`src/verilog/vpbwd_map.svh`:
```
`ifndef VPBWD_MAP_SVH
`define VPBWD_MAP_SVH
`define VPBWD_OFF_PF_BASE 8'h24
`define VPBWD_OFF_PF_LIMIT 8'h26
`define VPBWD_OFF_BRIDGE_CTRL 8'h3E
`define VPBWD_OFF_IRQ_STATUS 8'h80
`define VPBWD_OFF_IRQ_MASK 8'h84
`define VPBWD_RST_PF_BASE 16'hFFF0
`define VPBWD_RST_PF_LIMIT 16'h0000
`define VPBWD_RST_BRIDGE_CTRL 8'h00
`define VPBWD_RST_IRQ_MASK 4'h0
`define VPBWD_BIT_PARITY_RESP 0
`define VPBWD_BIT_ISA_RANGE 2
`define VPBWD_BIT_VGA_ROUTE 3
`define VPBWD_FIELD_HI 15
`define VPBWD_FIELD_LO 4
`define VPBWD_IRQ_PARITY 0
`define VPBWD_IRQ_ABORT 1
`define VPBWD_IRQ_ILLEGAL 2
`define VPBWD_IRQ_SERR 3
`endif

```
`src/verilog/vpbwd_pkg.sv`:
```
package vpbwd_pkg;
    typedef enum logic [1:0]
    {
        VPBWD_TGT_NONE = 2'h0,
        VPBWD_TGT_SEC = 2'h1,
        VPBWD_TGT_HUB = 2'h3
    } vpbwd_target_t;
    typedef enum logic [1:0]
    {
        VPBWD_CYC_MEM = 2'h0,
        VPBWD_CYC_IO = 2'h1,
        VPBWD_CYC_VGA = 2'h3,
        VPBWD_CYC_MDA = 2'h2
    } vpbwd_cycle_t;
endpackage

```
`src/verilog/vpbwd_window_decode.sv`:
```
`timescale 1ns/1ps
`include "vpbwd_map.svh"

module vpbwd_window_decode
(
    // clock and reset
    input wire logic core_clk,
    input wire logic srst,
    // register port
    input wire logic [7:0] regAddr,
    input wire logic [15:0] regWrData,
    input wire logic regWrStb,
    input wire logic regRdStb,
    output logic [15:0] regRdData,
    // processor cycle to route
    input wire logic cycValid,
    input wire vpbwd_pkg::vpbwd_cycle_t cycKind,
    input wire logic cycWrite,
    input wire logic [31:0] cycAddr,
    output vpbwd_pkg::vpbwd_target_t cycTarget,
    output logic cycIllegal,
    // settings held elsewhere
    input wire logic monoAdapterPresent,
    input wire logic [15:0] ioWindowBase,
    input wire logic [15:0] ioWindowLimit,
    input wire logic bridgeSysErrorEnable,
    // secondary bus mastering
    input wire logic secMasterAbort,
    input wire logic secMasterRead,
    input wire logic [31:0] secReadData,
    output logic [31:0] masterRdData,
    output logic masterWriteDrop,
    output logic secResetOut,
    output logic fastBackToBack,
    // error reporting
    input wire logic secParityError,
    output logic hubSerrMsg,
    output logic irq
);

    logic [11:0] pfBase_ff;
    logic [11:0] pfLimit_ff;
    logic vgaRoute_ff;
    logic isaRange_ff;
    logic parityResp_ff;
    logic [3:0] irqStatus_ff;
    logic [3:0] irqMask_ff;
    logic [3:0] nxt_irqStatus;
    logic [3:0] irqEvent;
    logic [15:0] nxt_rdData;
    logic [31:0] masterRdData_ff;
    logic masterWriteDrop_ff;
    logic hubSerrMsg_ff;
    logic inPfWindow;
    logic inIoWindow;
    logic isaAlias;
    logic serrReq;

    function automatic logic wrHit(input logic [7:0] addr, input logic [7:0] off, input logic stb);
        wrHit = stb && (addr == off);
    endfunction

    // window registers; low nibble is not stored
    always_ff @(posedge core_clk)
    begin
        if (srst)
        begin
            pfBase_ff <= 12'(`VPBWD_RST_PF_BASE >> `VPBWD_FIELD_LO);
            pfLimit_ff <= 12'(`VPBWD_RST_PF_LIMIT >> `VPBWD_FIELD_LO);
        end
        else
        begin
            if (wrHit(regAddr, `VPBWD_OFF_PF_BASE, regWrStb))
                pfBase_ff <= regWrData[`VPBWD_FIELD_HI:`VPBWD_FIELD_LO];
            if (wrHit(regAddr, `VPBWD_OFF_PF_LIMIT, regWrStb))
                pfLimit_ff <= regWrData[`VPBWD_FIELD_HI:`VPBWD_FIELD_LO];
        end
    end

    // bridge control: only bits 3, 2 and 0 are stored
    always_ff @(posedge core_clk)
    begin
        if (srst)
        begin
            vgaRoute_ff <= 1'(`VPBWD_RST_BRIDGE_CTRL >> `VPBWD_BIT_VGA_ROUTE);
            isaRange_ff <= 1'b0;
            parityResp_ff <= 1'b0;
        end
        else if (wrHit(regAddr, `VPBWD_OFF_BRIDGE_CTRL, regWrStb))
        begin
            vgaRoute_ff <= regWrData[`VPBWD_BIT_VGA_ROUTE];
            isaRange_ff <= regWrData[`VPBWD_BIT_ISA_RANGE];
            parityResp_ff <= regWrData[`VPBWD_BIT_PARITY_RESP];
        end
    end

    always_ff @(posedge core_clk)
    begin
        if (srst)
            irqMask_ff <= `VPBWD_RST_IRQ_MASK;
        else if (wrHit(regAddr, `VPBWD_OFF_IRQ_MASK, regWrStb))
            irqMask_ff <= regWrData[3:0];
    end

    // read mux; hardwired bits 7,6,5,4,1 read zero
    always_comb
    begin
        nxt_rdData = 16'h0000;
        unique case (regAddr)
            `VPBWD_OFF_PF_BASE: nxt_rdData = {pfBase_ff, 4'h0};
            `VPBWD_OFF_PF_LIMIT: nxt_rdData = {pfLimit_ff, 4'h0};
            `VPBWD_OFF_BRIDGE_CTRL:
                nxt_rdData = {8'h00, 4'h0, vgaRoute_ff, isaRange_ff, 1'b0, parityResp_ff};
            `VPBWD_OFF_IRQ_STATUS: nxt_rdData = {12'h000, irqStatus_ff};
            `VPBWD_OFF_IRQ_MASK: nxt_rdData = {12'h000, irqMask_ff};
            default: nxt_rdData = 16'h0000;
        endcase
    end

    always_ff @(posedge core_clk)
    begin
        if (srst)
            regRdData <= 16'h0000;
        else if (regRdStb)
            regRdData <= nxt_rdData;
        else
            regRdData <= 16'h0000;
    end

    // address decode
    assign inPfWindow = (cycAddr >= {pfBase_ff, 20'h00000})
        && (cycAddr <= {pfLimit_ff, 20'hFFFFF});
    assign inIoWindow = (cycAddr[15:0] >= ioWindowBase) && (cycAddr[15:0] <= ioWindowLimit);
    // offsets 100h-3FFh within each 1-KB block
    assign isaAlias = (cycAddr[9:8] != 2'h0);

    always_comb
    begin
        cycTarget = vpbwd_pkg::VPBWD_TGT_NONE;
        cycIllegal = 1'b0;
        if (cycValid)
        begin
            unique case (cycKind)
                vpbwd_pkg::VPBWD_CYC_MEM:
                    cycTarget = inPfWindow ? vpbwd_pkg::VPBWD_TGT_SEC : vpbwd_pkg::VPBWD_TGT_NONE;
                vpbwd_pkg::VPBWD_CYC_IO:
                    if (inIoWindow)
                        cycTarget = (isaRange_ff && isaAlias) ? vpbwd_pkg::VPBWD_TGT_HUB
                            : vpbwd_pkg::VPBWD_TGT_SEC;
                vpbwd_pkg::VPBWD_CYC_VGA:
                begin
                    cycTarget = vgaRoute_ff ? vpbwd_pkg::VPBWD_TGT_SEC : vpbwd_pkg::VPBWD_TGT_HUB;
                    cycIllegal = !vgaRoute_ff && monoAdapterPresent;
                end
                vpbwd_pkg::VPBWD_CYC_MDA:
                begin
                    cycTarget = vpbwd_pkg::VPBWD_TGT_HUB;
                    cycIllegal = !vgaRoute_ff && monoAdapterPresent;
                end
            endcase
        end
    end

    // master abort: reads return ones, writes are discarded
    always_ff @(posedge core_clk)
    begin
        if (srst)
        begin
            masterRdData_ff <= 32'h00000000;
            masterWriteDrop_ff <= 1'b0;
        end
        else
        begin
            masterRdData_ff <= secMasterAbort ? 32'hFFFFFFFF : secReadData;
            masterWriteDrop_ff <= secMasterAbort && !secMasterRead;
        end
    end
    assign masterRdData = masterRdData_ff;
    assign masterWriteDrop = masterWriteDrop_ff;
    assign secResetOut = 1'b0;
    assign fastBackToBack = 1'b0;

    // system error message on parity error
    assign serrReq = secParityError && parityResp_ff && bridgeSysErrorEnable;
    always_ff @(posedge core_clk)
    begin
        if (srst)
            hubSerrMsg_ff <= 1'b0;
        else
            hubSerrMsg_ff <= serrReq;
    end
    assign hubSerrMsg = hubSerrMsg_ff;

    // interrupt status: read clears, new event wins
    assign irqEvent = {serrReq, cycIllegal, secMasterAbort, secParityError};
    always_comb
    begin
        nxt_irqStatus = irqStatus_ff;
        if (regRdStb && regAddr == `VPBWD_OFF_IRQ_STATUS)
            nxt_irqStatus = 4'h0;
        nxt_irqStatus = nxt_irqStatus | irqEvent;
    end
    always_ff @(posedge core_clk)
    begin
        if (srst)
            irqStatus_ff <= 4'h0;
        else
            irqStatus_ff <= nxt_irqStatus;
    end
    assign irq = |(irqStatus_ff & irqMask_ff);

    AST_PF_WINDOW: assert property (@(posedge core_clk) disable iff (srst)
        cycValid && cycKind == vpbwd_pkg::VPBWD_CYC_MEM && cycAddr[31:20] >= pfBase_ff
        && cycAddr[31:20] <= pfLimit_ff |-> cycTarget == vpbwd_pkg::VPBWD_TGT_SEC)
        else $error("prefetch window hit not routed to secondary");
    AST_PF_RESET_EMPTY: assert property (@(posedge core_clk)
        $past(srst) && !srst |-> pfBase_ff > pfLimit_ff)
        else $error("window not empty after reset");
    AST_BASE_LOW_ZERO: assert property (@(posedge core_clk) disable iff (srst)
        regRdStb && regAddr == `VPBWD_OFF_PF_BASE |=> regRdData[3:0] == 4'h0)
        else $error("base low bits not zero");
    AST_LIMIT_READBACK: assert property (@(posedge core_clk) disable iff (srst)
        regWrStb && regAddr == `VPBWD_OFF_PF_LIMIT ##1 regRdStb && regAddr == `VPBWD_OFF_PF_LIMIT
        |=> regRdData == {$past(regWrData, 2) & 16'hFFF0})
        else $error("limit readback wrong");
    AST_CTRL_HARDWIRED: assert property (@(posedge core_clk) disable iff (srst)
        regRdStb && regAddr == `VPBWD_OFF_BRIDGE_CTRL |=> (regRdData & 16'hFFF2) == 16'h0000)
        else $error("hardwired control bits not zero");
    AST_NO_SEC_RESET: assert property (@(posedge core_clk) disable iff (srst)
        !secResetOut && !fastBackToBack)
        else $error("secondary reset or fast back-to-back driven");
    AST_ABORT_ONES: assert property (@(posedge core_clk) disable iff (srst)
        secMasterAbort && secMasterRead |=> masterRdData == 32'hFFFFFFFF && !masterWriteDrop)
        else $error("master abort read not all ones");
    AST_ISA_HUB: assert property (@(posedge core_clk) disable iff (srst)
        cycValid && cycKind == vpbwd_pkg::VPBWD_CYC_IO && inIoWindow && isaRange_ff
        && cycAddr[9:8] != 2'h0 |-> cycTarget == vpbwd_pkg::VPBWD_TGT_HUB)
        else $error("ISA alias not sent to hub");
    AST_IO_OUTSIDE: assert property (@(posedge core_clk) disable iff (srst)
        cycValid && cycKind == vpbwd_pkg::VPBWD_CYC_IO && !inIoWindow |-> cycTarget == vpbwd_pkg::VPBWD_TGT_NONE)
        else $error("out-of-window I/O claimed");
    AST_MDA_HUB: assert property (@(posedge core_clk) disable iff (srst)
        cycValid && cycKind == vpbwd_pkg::VPBWD_CYC_MDA |-> cycTarget == vpbwd_pkg::VPBWD_TGT_HUB)
        else $error("MDA not routed to hub");
    AST_SERR_GATE: assert property (@(posedge core_clk) disable iff (srst)
        hubSerrMsg |-> $past(parityResp_ff) && $past(bridgeSysErrorEnable) && $past(secParityError))
        else $error("system error message without enables");
    AST_STATUS_SET_WINS: assert property (@(posedge core_clk) disable iff (srst)
        regRdStb && regAddr == `VPBWD_OFF_IRQ_STATUS && secParityError |=> irqStatus_ff[`VPBWD_IRQ_PARITY])
        else $error("status event lost under read clear");
    AST_RD_IDLE_ZERO: assert property (@(posedge core_clk) disable iff (srst)
        !regRdStb |=> regRdData == 16'h0000)
        else $error("read data not zero outside read answer");

    COV_PF_HIT: cover property (@(posedge core_clk) disable iff (srst)
        cycValid && cycTarget == vpbwd_pkg::VPBWD_TGT_SEC && cycKind == vpbwd_pkg::VPBWD_CYC_MEM);
    COV_ISA_HUB: cover property (@(posedge core_clk) disable iff (srst)
        cycValid && cycKind == vpbwd_pkg::VPBWD_CYC_IO && cycTarget == vpbwd_pkg::VPBWD_TGT_HUB);
    COV_SERR: cover property (@(posedge core_clk) disable iff (srst) hubSerrMsg);
    COV_IRQ: cover property (@(posedge core_clk) disable iff (srst) irq);

endmodule

```
`config.mk`:
```
export PLATFORM = sky130hd
export DESIGN_NAME = vpbwd_window_decode
export DESIGN_NICKNAME = d
export VERILOG_FILES = /design/src/verilog/vpbwd_pkg.sv /design/src/verilog/vpbwd_window_decode.sv
export VERILOG_INCLUDE_DIRS = /design/src /design/src/verilog
export SDC_FILE = /design/constraint.sdc
export NUM_CORES = 1
export LEC_CHECK = 0
export CAP_MARGIN = 20
export CORE_MARGIN = 2
export CORE_UTILIZATION = 44
export DETAILED_ROUTE_END_ITERATION = 8
export DONT_BUFFER_PORTS = 1
export PLACE_DENSITY_LB_ADDON = 0.08
export RECOVER_POWER = 25
export SLEW_MARGIN = 20
export SYNTH_ARGS = -nofsm -noshare
export SYNTH_HDL_FRONTEND = slang
export SYNTH_SLANG_ARGS = --single-unit
```
`constraint.sdc`:
```
create_clock -name core_clk -period 2.4 [get_ports core_clk]
set_input_delay 0.48 -clock core_clk [delete_from_list [all_inputs] [get_ports core_clk]]
set_output_delay 0.48 -clock core_clk [all_outputs]
set_load 0.05 [all_outputs]
```
==> results.cfg, run 1 <==
[run_status]
status = finished, violations left
violations = setup timing

[sta]
grt_setup_unrepaired = yes
fmax_mhz = 386
min_period_ns = 2.59
holdWs_ns = 0.189
finalWorstSetupSlack_ns = -0.191
setup_viol = 2
maxSlewHeadroom_pct = 58.1
maxSlewViolCount = 0
fin_crit_sh_pct = 108
worst_pin_slew_ns = 0.628
clock_skew_ns = 0.00511
hold_viol = 0

[route]
drt_iter0_drc = 157
num_vias = 3687
first_pass_iters = 4
drtAntennaViolNets = 0
wl_per_cell_um = 17.2
routed_wirelength_um = 11700
routed_via_density = 5.44
drc = 0

[placement]
post-place-ws_ns = -0.254
io_buffers = 0
gp_congestion = 0.813
place_area_sq_um = 4820
place_hpwl_um = 9090

[power_and_ir_drop]
cellLeakagePower_uw = 0.00213
irDropWorstVdd_uv = 359
fin_total_pwr_uw = 2980
p_per_area_nw_per_um2 = 559

[yosys]
syn_inst = 536
syn_area_per_cell_sq_um = 8.34
yosys-top-cells-area = dfxtp_1 (38%), ha_1 (16%), nor2_1 (6.9%)
ys_async_sr_fraction_pct = 0
synth_top_cell_area_share_pct = 38.1
synth-edff-count = 0
synth_top_cell_by_area = dfxtp_1
ys_seq_area_share_pct = 38.1
syn_area_sq_um = 4470
synth.distinct_cells = 50
ys_ff_latch = 85
synth_warnings = 0
ys.flop_type = dfxtp_1

[final_layout]
stdcell_area_sq_um = 5330
fillers = 965
num_antenna_cells = 0
syn_to_final_growth_pct = 19.1
drive_gt1_share_pct = 22.0
final_common_cell = nor2_1
final_core_util_pct = 54.2
final_cell_mix = nor2_1 (81), dfxtp_1 (74), nand2_1 (45), inv_1 (45), ha_1 (37)
fin_nets = 729

[die]
core_sq_um = 9820
fp.dieW_um = 105
top_level_ports = 189
rows = 36
die_area_sq_um = 11000
fp.dieH_um = 105
initial_core_util_pct = 45.5

[setup_path]
worst_ep_required_time_ns = 1.92
end_kind = output port
slowest_stage = dfxtp_2
crit_fanout = 2
crit_path_max_incr_delay_ns = 0.33
worstSetupStartpointType = flip-flop
critical_path_arrival_ns = 2.11
path_cells = inv_2 -> ha_4 -> a21o_1 -> a31oi_4 -> o2111ai_2 -> o32ai_1 -> a21oi_1 -> o21a_2 -> buf_12
critPathKind = flip-flop to output port

[global_route]
grt_max_degree = 57
grt_pass1_wl_um = 18000
grt_pass1_vias = 3624
overflow = 0
antenna_found_initial = 0
grtUsageTotal_pct = 20.5

[clock_network]
cts_sinks = 85
root_buffer = clkbuf_8
clk_path_buf_depth = 2
cts_tree = built
postCtsHoldBufs = 0
ctsHtreeMaxLevel = 3
cts-buffers-inserted = 9
clk_latency_ns = 0.35
path_clk_slew_ns = 0.09

[run]
maxCapViolCount = 0

[min_path]
hp-class = primary input to flip-flop
==> report_power, final <==
part           switching, uW  internal [uW]
combinational            161            159
sequential               146           1450
clock                    558            507
total                    864           2120
==> stage by stage <==
step	std cells	setup TNS [ns]
global route	678	-0.507
floorplan	537	-0.00456
detailed placement	661	-0.465
CTS	677	-0.435
finish	678	-0.334
global placement	661	-0.387
==> critical path, delay by kind of cell (launching register included) <==
kind	cells	cell delay, ns
flops	1	0.33
compound gates	6	1.02
buf+inv	2	0.22
fa+ha+maj	1	0.20
==> layout make-up <==
cell class | instances | area (sq um) | area share (%)
Clock buffer | 9 | 124 | 2.33
Clock inverter | 7 | 86.3 | 1.62
Inverter | 59 | 246 | 4.63
Multi-Input combinational cell | 368 | 2830 | 53.2
Sequential cell | 85 | 1720 | 32.2
Tap cell | 133 | 166 | 3.13
Timing Repair Buffer | 17 | 153 | 2.87
==> layer usage <==
metal | vias to the layer above | share of wire [%] | global-route usage (%)
li1 | 1842 | - | -
met1 | 1696 | 41 | 24.5
met2 | 138 | 49 | 34.8
met3 | 11 | 8.3 | 7.17
met4 | 0 | 1.1 | 5.52
met5 | - | 0 | 0
==> path summary, 6_finish.rpt <==
check                                   start               to  slack, ns  cells past startpoint
worst max register to register  irqMask_ff[3]     regRdData[3]       1.43                      3
worst max-delay path             pfBase_ff[9]     cycTarget[0]      -0.19                      9
worst min register to register  pfLimit_ff[5]    pfLimit_ff[5]       0.47                      2
worst min-delay path            secMasterRead  masterWriteDrop       0.19                      1
==> synthesized netlist by cell type (all sizes together), types with 4 or more instances <==
cell type and number:
mux2i 5, o21ai 7, o211ai 13, a22oi 17, clkbuf 16, nor2 92, nand2 46, dfxtp 85
nand4 13, nor4 7, buf 9, nor3b 4, inv 59, a21oi 38, a21o 7, nand3 21
ha 56
==> what timing repair did <==
action,CTS,global route
gates resized for setup,18,40
pin swaps,8,26
gates cloned,0,0
endpoints found under the setup margin,2,2
buffers inserted,0,1
==> flip-flops by register name, indices dropped and copies added, names as in the netlist <==
| name | flops |
|---|---|
| masterRdData | 32 |
| irqMask_ff | 4 |
| pfBase_ff | 12 |
| regRdData | 16 |
| hubSerrMsg | 1 |
| vgaRoute_ff | 1 |
| masterWriteDrop | 1 |
| parityResp_ff | 1 |
| irqStatus_ff | 4 |
| pfLimit_ff | 12 |
| isaRange_ff | 1 |
==> cells by family after synthesis <==
group / after synthesis / share of synthesized area [%]
multiplexers: 8 / 1.88
AO/OA/AOI/OAI: 97 / 14.0
buffers and inverters: 84 / 7.64
other: 1 / 0.0839
AND/OR/NAND/NOR: 205 / 22.7
flip-flops: 85 / 38.1
adder cells (fa/ha/maj): 56 / 15.7
No activity file was read; power rests on OpenSTA's default activity.
==> inputs of run 2 (changes only) <==
- clock period: 2.4 -> 2.3 ns (I/O delays scaled with it)
==> results.cfg, run 2 (same netlist as run 1, synthesis figures left out) <==
[global_route]
antenna_found_initial = 0
grtUsageTotal_pct = 21.2
grt_pass1_wl_um = 18500
overflow = 0
grt_max_degree = 57
grt_pass1_vias = 3657

[sta]
fmax_mhz = 390
setup_viol = 2
hold_viol = 0
clock_skew_ns = 0.00619
finalWorstSetupSlack_ns = -0.262
maxSlewHeadroom_pct = 58.0
min_period_ns = 2.56
fin_crit_sh_pct = 111
maxSlewViolCount = 0
grt_setup_unrepaired = yes
worst_pin_slew_ns = 0.629

[route]
first_pass_iters = 4
drc = 0
drtAntennaViolNets = 0
routed_wirelength_um = 11700
routed_via_density = 5.47
wl_per_cell_um = 17.1
drt_iter0_drc = 192
num_vias = 3739

[final_layout]
final_common_cell = nor2_1
fin_nets = 734
drive_gt1_share_pct = 23.5
num_antenna_cells = 0
largest_register_ffs = 32
final_cell_mix = nor2_1 (80), dfxtp_1 (75), inv_1 (46)
final_core_util_pct = 55.2
syn_to_final_growth_pct = 21.4

[power_and_ir_drop]
cellLeakagePower_uw = 0.00216
p_per_area_nw_per_um2 = 566
irDropWorstVdd_uv = 384

[clock_network]
cts_sinks = 85
clk_latency_ns = 0.36
cts-buffers-inserted = 9
postCtsHoldBufs = 0
ctsHtreeMaxLevel = 3
cts_tree = built
root_buffer = clkbuf_8
clk_path_buf_depth = 2
path_clk_slew_ns = 0.10

[run]
maxCapViolCount = 0

[setup_path]
end_kind = output port
reg2reg_depth = 4
cp-endpoint = cycTarget[0]
r2r_slack_ns = 1.34
worstSetupStartpointType = flip-flop
critPathKind = flip-flop to output port
crit_path_start = pfBase_ff[6]
r2r_start = vgaRoute_ff
crit_fanout = 2
r2r_end = irqStatus_ff[2]
critical_path_arrival_ns = 2.10
worst_ep_required_time_ns = 1.84

[die]
top_level_ports = 189
fp.dieH_um = 105
rows = 36
fp.dieW_um = 105
die_area_sq_um = 11000
initial_core_util_pct = 45.5
core_sq_um = 9820

[placement]
place_hpwl_um = 9040
io_buffers = 0
post-place-ws_ns = -0.372
gp_congestion = 0.833

[min_path]
min_from = srst
hp-class = primary input to flip-flop

[run_status]
status = finished, violations left
violations = setup timing
==> run 2: power by group <==
part / total (uW) / internal [uW] / switching, uW
Clock: 1050 / 432 / 622
Sequential: 1670 / 1510 / 152
Combinational: 351 / 177 / 174
Total: 3070 / 2120 / 948
==> run 2: repair_timing <==
action,in CTS,in global routing
endpoints found under the hold margin,0,0
pin swaps,15,29
setup buffers,1,3
setup endpoints to repair,2,2
gates resized for setup,28,39
==> run 2: final cells by class <==
cell class / instances / area, sq um
flip-flops and latches: 85 / 1710
fillers: 926 / 4390
well taps: 133 / 166
clock inverters: 7 / 76.3
inverters: 59 / 256
repair buffers: 22 / 190
multi-input cells: 368 / 2900
clock buffers: 9 / 124
==> run 2: worst max-delay path, stage by stage, from the launching register on <==
cell	delay (ns)
dfxtp_2	0.33
inv_1	0.08
ha_4	0.28
and4_4	0.24
nand2_4	0.06
nor4_4	0.22
o32ai_2	0.12
a21oi_1	0.12
o21a_2	0.16
buf_12	0.13
==> run 2: layer usage <==
| metal | global-route usage (%) | wire length, um | up-vias |
|---|---|---|---|
| met3 | 7.55 | 1100 | 7 |
| met1 | 26.3 | 4930 | 1717 |
| met4 | 5.81 | 89 | 0 |
| met5 | 0 | 0 | - |
| met2 | 34.6 | 5580 | 154 |
| li1 | - | - | 1861 |
==> run 2: per-stage QoR <==
stage,power (uW),setup TNS [ns],std cells,hold slack [ns],cell area [sq um]
floorplan,1950,-0.0875,537,0.445,4610
global placement,1990,-0.534,663,0.455,4830
detailed placement,2000,-0.698,663,0.459,4830
CTS,3070,-0.577,680,0.127,5200
global route,3220,-0.616,683,0.120,5430
finish,3070,-0.432,683,0.153,5430
==> run 2: worst min-delay path by stage <==
| stage | end | slack (ns) | cells past startpoint |
|---|---|---|---|
| CTS | parityResp_ff | 0.13 | 1 |
| detailed placement | pfLimit_ff[2] | 0.46 | 2 |
| global route | parityResp_ff | 0.12 | 1 |
| floorplan | isaRange_ff | 0.44 | 2 |
| finish | irqStatus_ff[1] | 0.15 | 1 |
| global placement | pfLimit_ff[5] | 0.45 | 2 |
==> inputs of run 3 (changes only) <==
- TNS_END_PERCENT: unset -> 30
==> results.cfg, run 3 (same netlist as run 1, synthesis figures left out) <==
[clock_network]
path_clk_slew_ns = 0.10
cts_sinks = 85
clk_path_buf_depth = 2
cts_tree = built
cts-buffers-inserted = 9
clk_latency_ns = 0.36
postCtsHoldBufs = 0
root_buffer = clkbuf_8
ctsHtreeMaxLevel = 3

[global_route]
grt_max_degree = 57
grt_pass1_vias = 3632
antenna_found_initial = 0
overflow = 0
grt_pass1_wl_um = 18300
grtUsageTotal_pct = 21.0

[final_layout]
num_antenna_cells = 0
final_cell_mix = nor2_1 (81), dfxtp_1 (75), inv_1 (46)
syn_to_final_growth_pct = 20.2
drive_gt1_share_pct = 22.3
fillers = 939
stdcell_area_sq_um = 5380
fin_nets = 732
largest_register_ffs = 32
final_common_cell = nor2_1

[setup_path]
slowest_stage = dfxtp_2
critPathKind = flip-flop to output port
crit_fanout = 2
crit_path_max_incr_delay_ns = 0.33
path_cells = inv_1 -> ha_4 -> and4_4 -> nand2_4 -> nor4_4 -> o32ai_2 -> a21oi_1 -> o21a_2 -> buf_12
reg2reg_depth = 4
cp_num_buf_inv = 2
worstSetupStartpointType = flip-flop
end_kind = output port
r2r_end = irqStatus_ff[2]
critical-path-top-delay-family = simple AND/OR/NAND/NOR gates
worst_ep_required_time_ns = 1.84
cp-endpoint = cycTarget[0]
r2r_slack_ns = 1.34
critical_path_arrival_ns = 2.11
path_depth = 9
r2r_start = vgaRoute_ff
crit_path_start = pfBase_ff[6]

[die]
fp.dieW_um = 105
initial_core_util_pct = 45.5
core_sq_um = 9820
die_area_sq_um = 11000
rows = 36
fp.dieH_um = 105
top_level_ports = 189

[run_status]
status = finished, violations left
violations = setup timing

[sta]
holdWs_ns = 0.152
finalWorstSetupSlack_ns = -0.266
worst_pin_slew_ns = 0.633
clock_skew_ns = 0.00699
fmax_mhz = 390
maxSlewHeadroom_pct = 57.8
hold_viol = 0
setup_tns_ns = -0.479
fin_crit_sh_pct = 112
setup_viol = 2
grt_setup_unrepaired = yes
min_period_ns = 2.57
maxSlewViolCount = 0

[route]
first_pass_iters = 4
num_vias = 3737
wl_per_cell_um = 17.0
drc = 0
drtAntennaViolNets = 0
routed_via_density = 5.49
drt_iter0_drc = 182
routed_wirelength_um = 11600

[power_and_ir_drop]
irDropWorstVdd_uv = 386
cellLeakagePower_uw = 0.00215
p_per_area_nw_per_um2 = 569
fin_total_pwr_uw = 3060

[min_path]
hp-class = primary input to flip-flop

[placement]
place_hpwl_um = 9040
place_area_sq_um = 4830
post-place-ws_ns = -0.372
io_buffers = 0
gp_congestion = 0.833

[run]
maxCapViolCount = 0
-- run 3: cell count changes in the layout (fill, tap and decap cells not counted), sizes merged --
cell | before | now
buf | 22 | 20
-- run 3: cell type report --
type | count | area (sq um) | area share [%]
clock buffers | 9 | 124 | 2.30
repair buffers | 20 | 175 | 3.26
clock inverters | 7 | 76.3 | 1.42
well taps | 133 | 166 | 3.10
inverters | 59 | 259 | 4.82
multi-input cells | 368 | 2860 | 53.2
flip-flops and latches | 85 | 1710 | 31.9
-- run 3: worst min path at each step --
stage,from,end,cells past startpoint
6_report,srst,pfLimit_ff[1],1
5_1_grt,srst,parityResp_ff,1
4_1_cts,srst,parityResp_ff,1
3_5_place_dp,pfLimit_ff[2],pfLimit_ff[2],2
3_3_place_gp,pfLimit_ff[5],pfLimit_ff[5],2
2_1_floorplan,isaRange_ff,isaRange_ff,2
-- run 3: metrics by stage --
stage / util, % / instances
finish: 54.7 / 681
floorplan: - / 537
global route: 54.7 / 681
CTS: 52.2 / 679
global placement: 49.2 / 663
detailed placement: 49.2 / 663
-- run 3: routing by layer --
metal	vias to the layer above	share of wire (%)	track usage (%)	routed length, um
met5	-	0	0	0
met4	0	0.75	5.81	87
met3	8	9.6	7.61	1110
met2	154	48	34.0	5540
met1	1719	42	26.2	4860
li1	1856	-	-	-
-- run 3: repair_timing --
action / 4_1_cts / 5_1_grt
setup endpoints to repair: 2 / 2
setup buffers: 0 / 2
gates resized for setup: 18 / 45
pin swaps: 6 / 23
-- run 3: power by group --
group          internal, uW  switching, uW  total (uW)
registers              1510            152        1670
clock network           432            624        1060
logic                   170            168         338
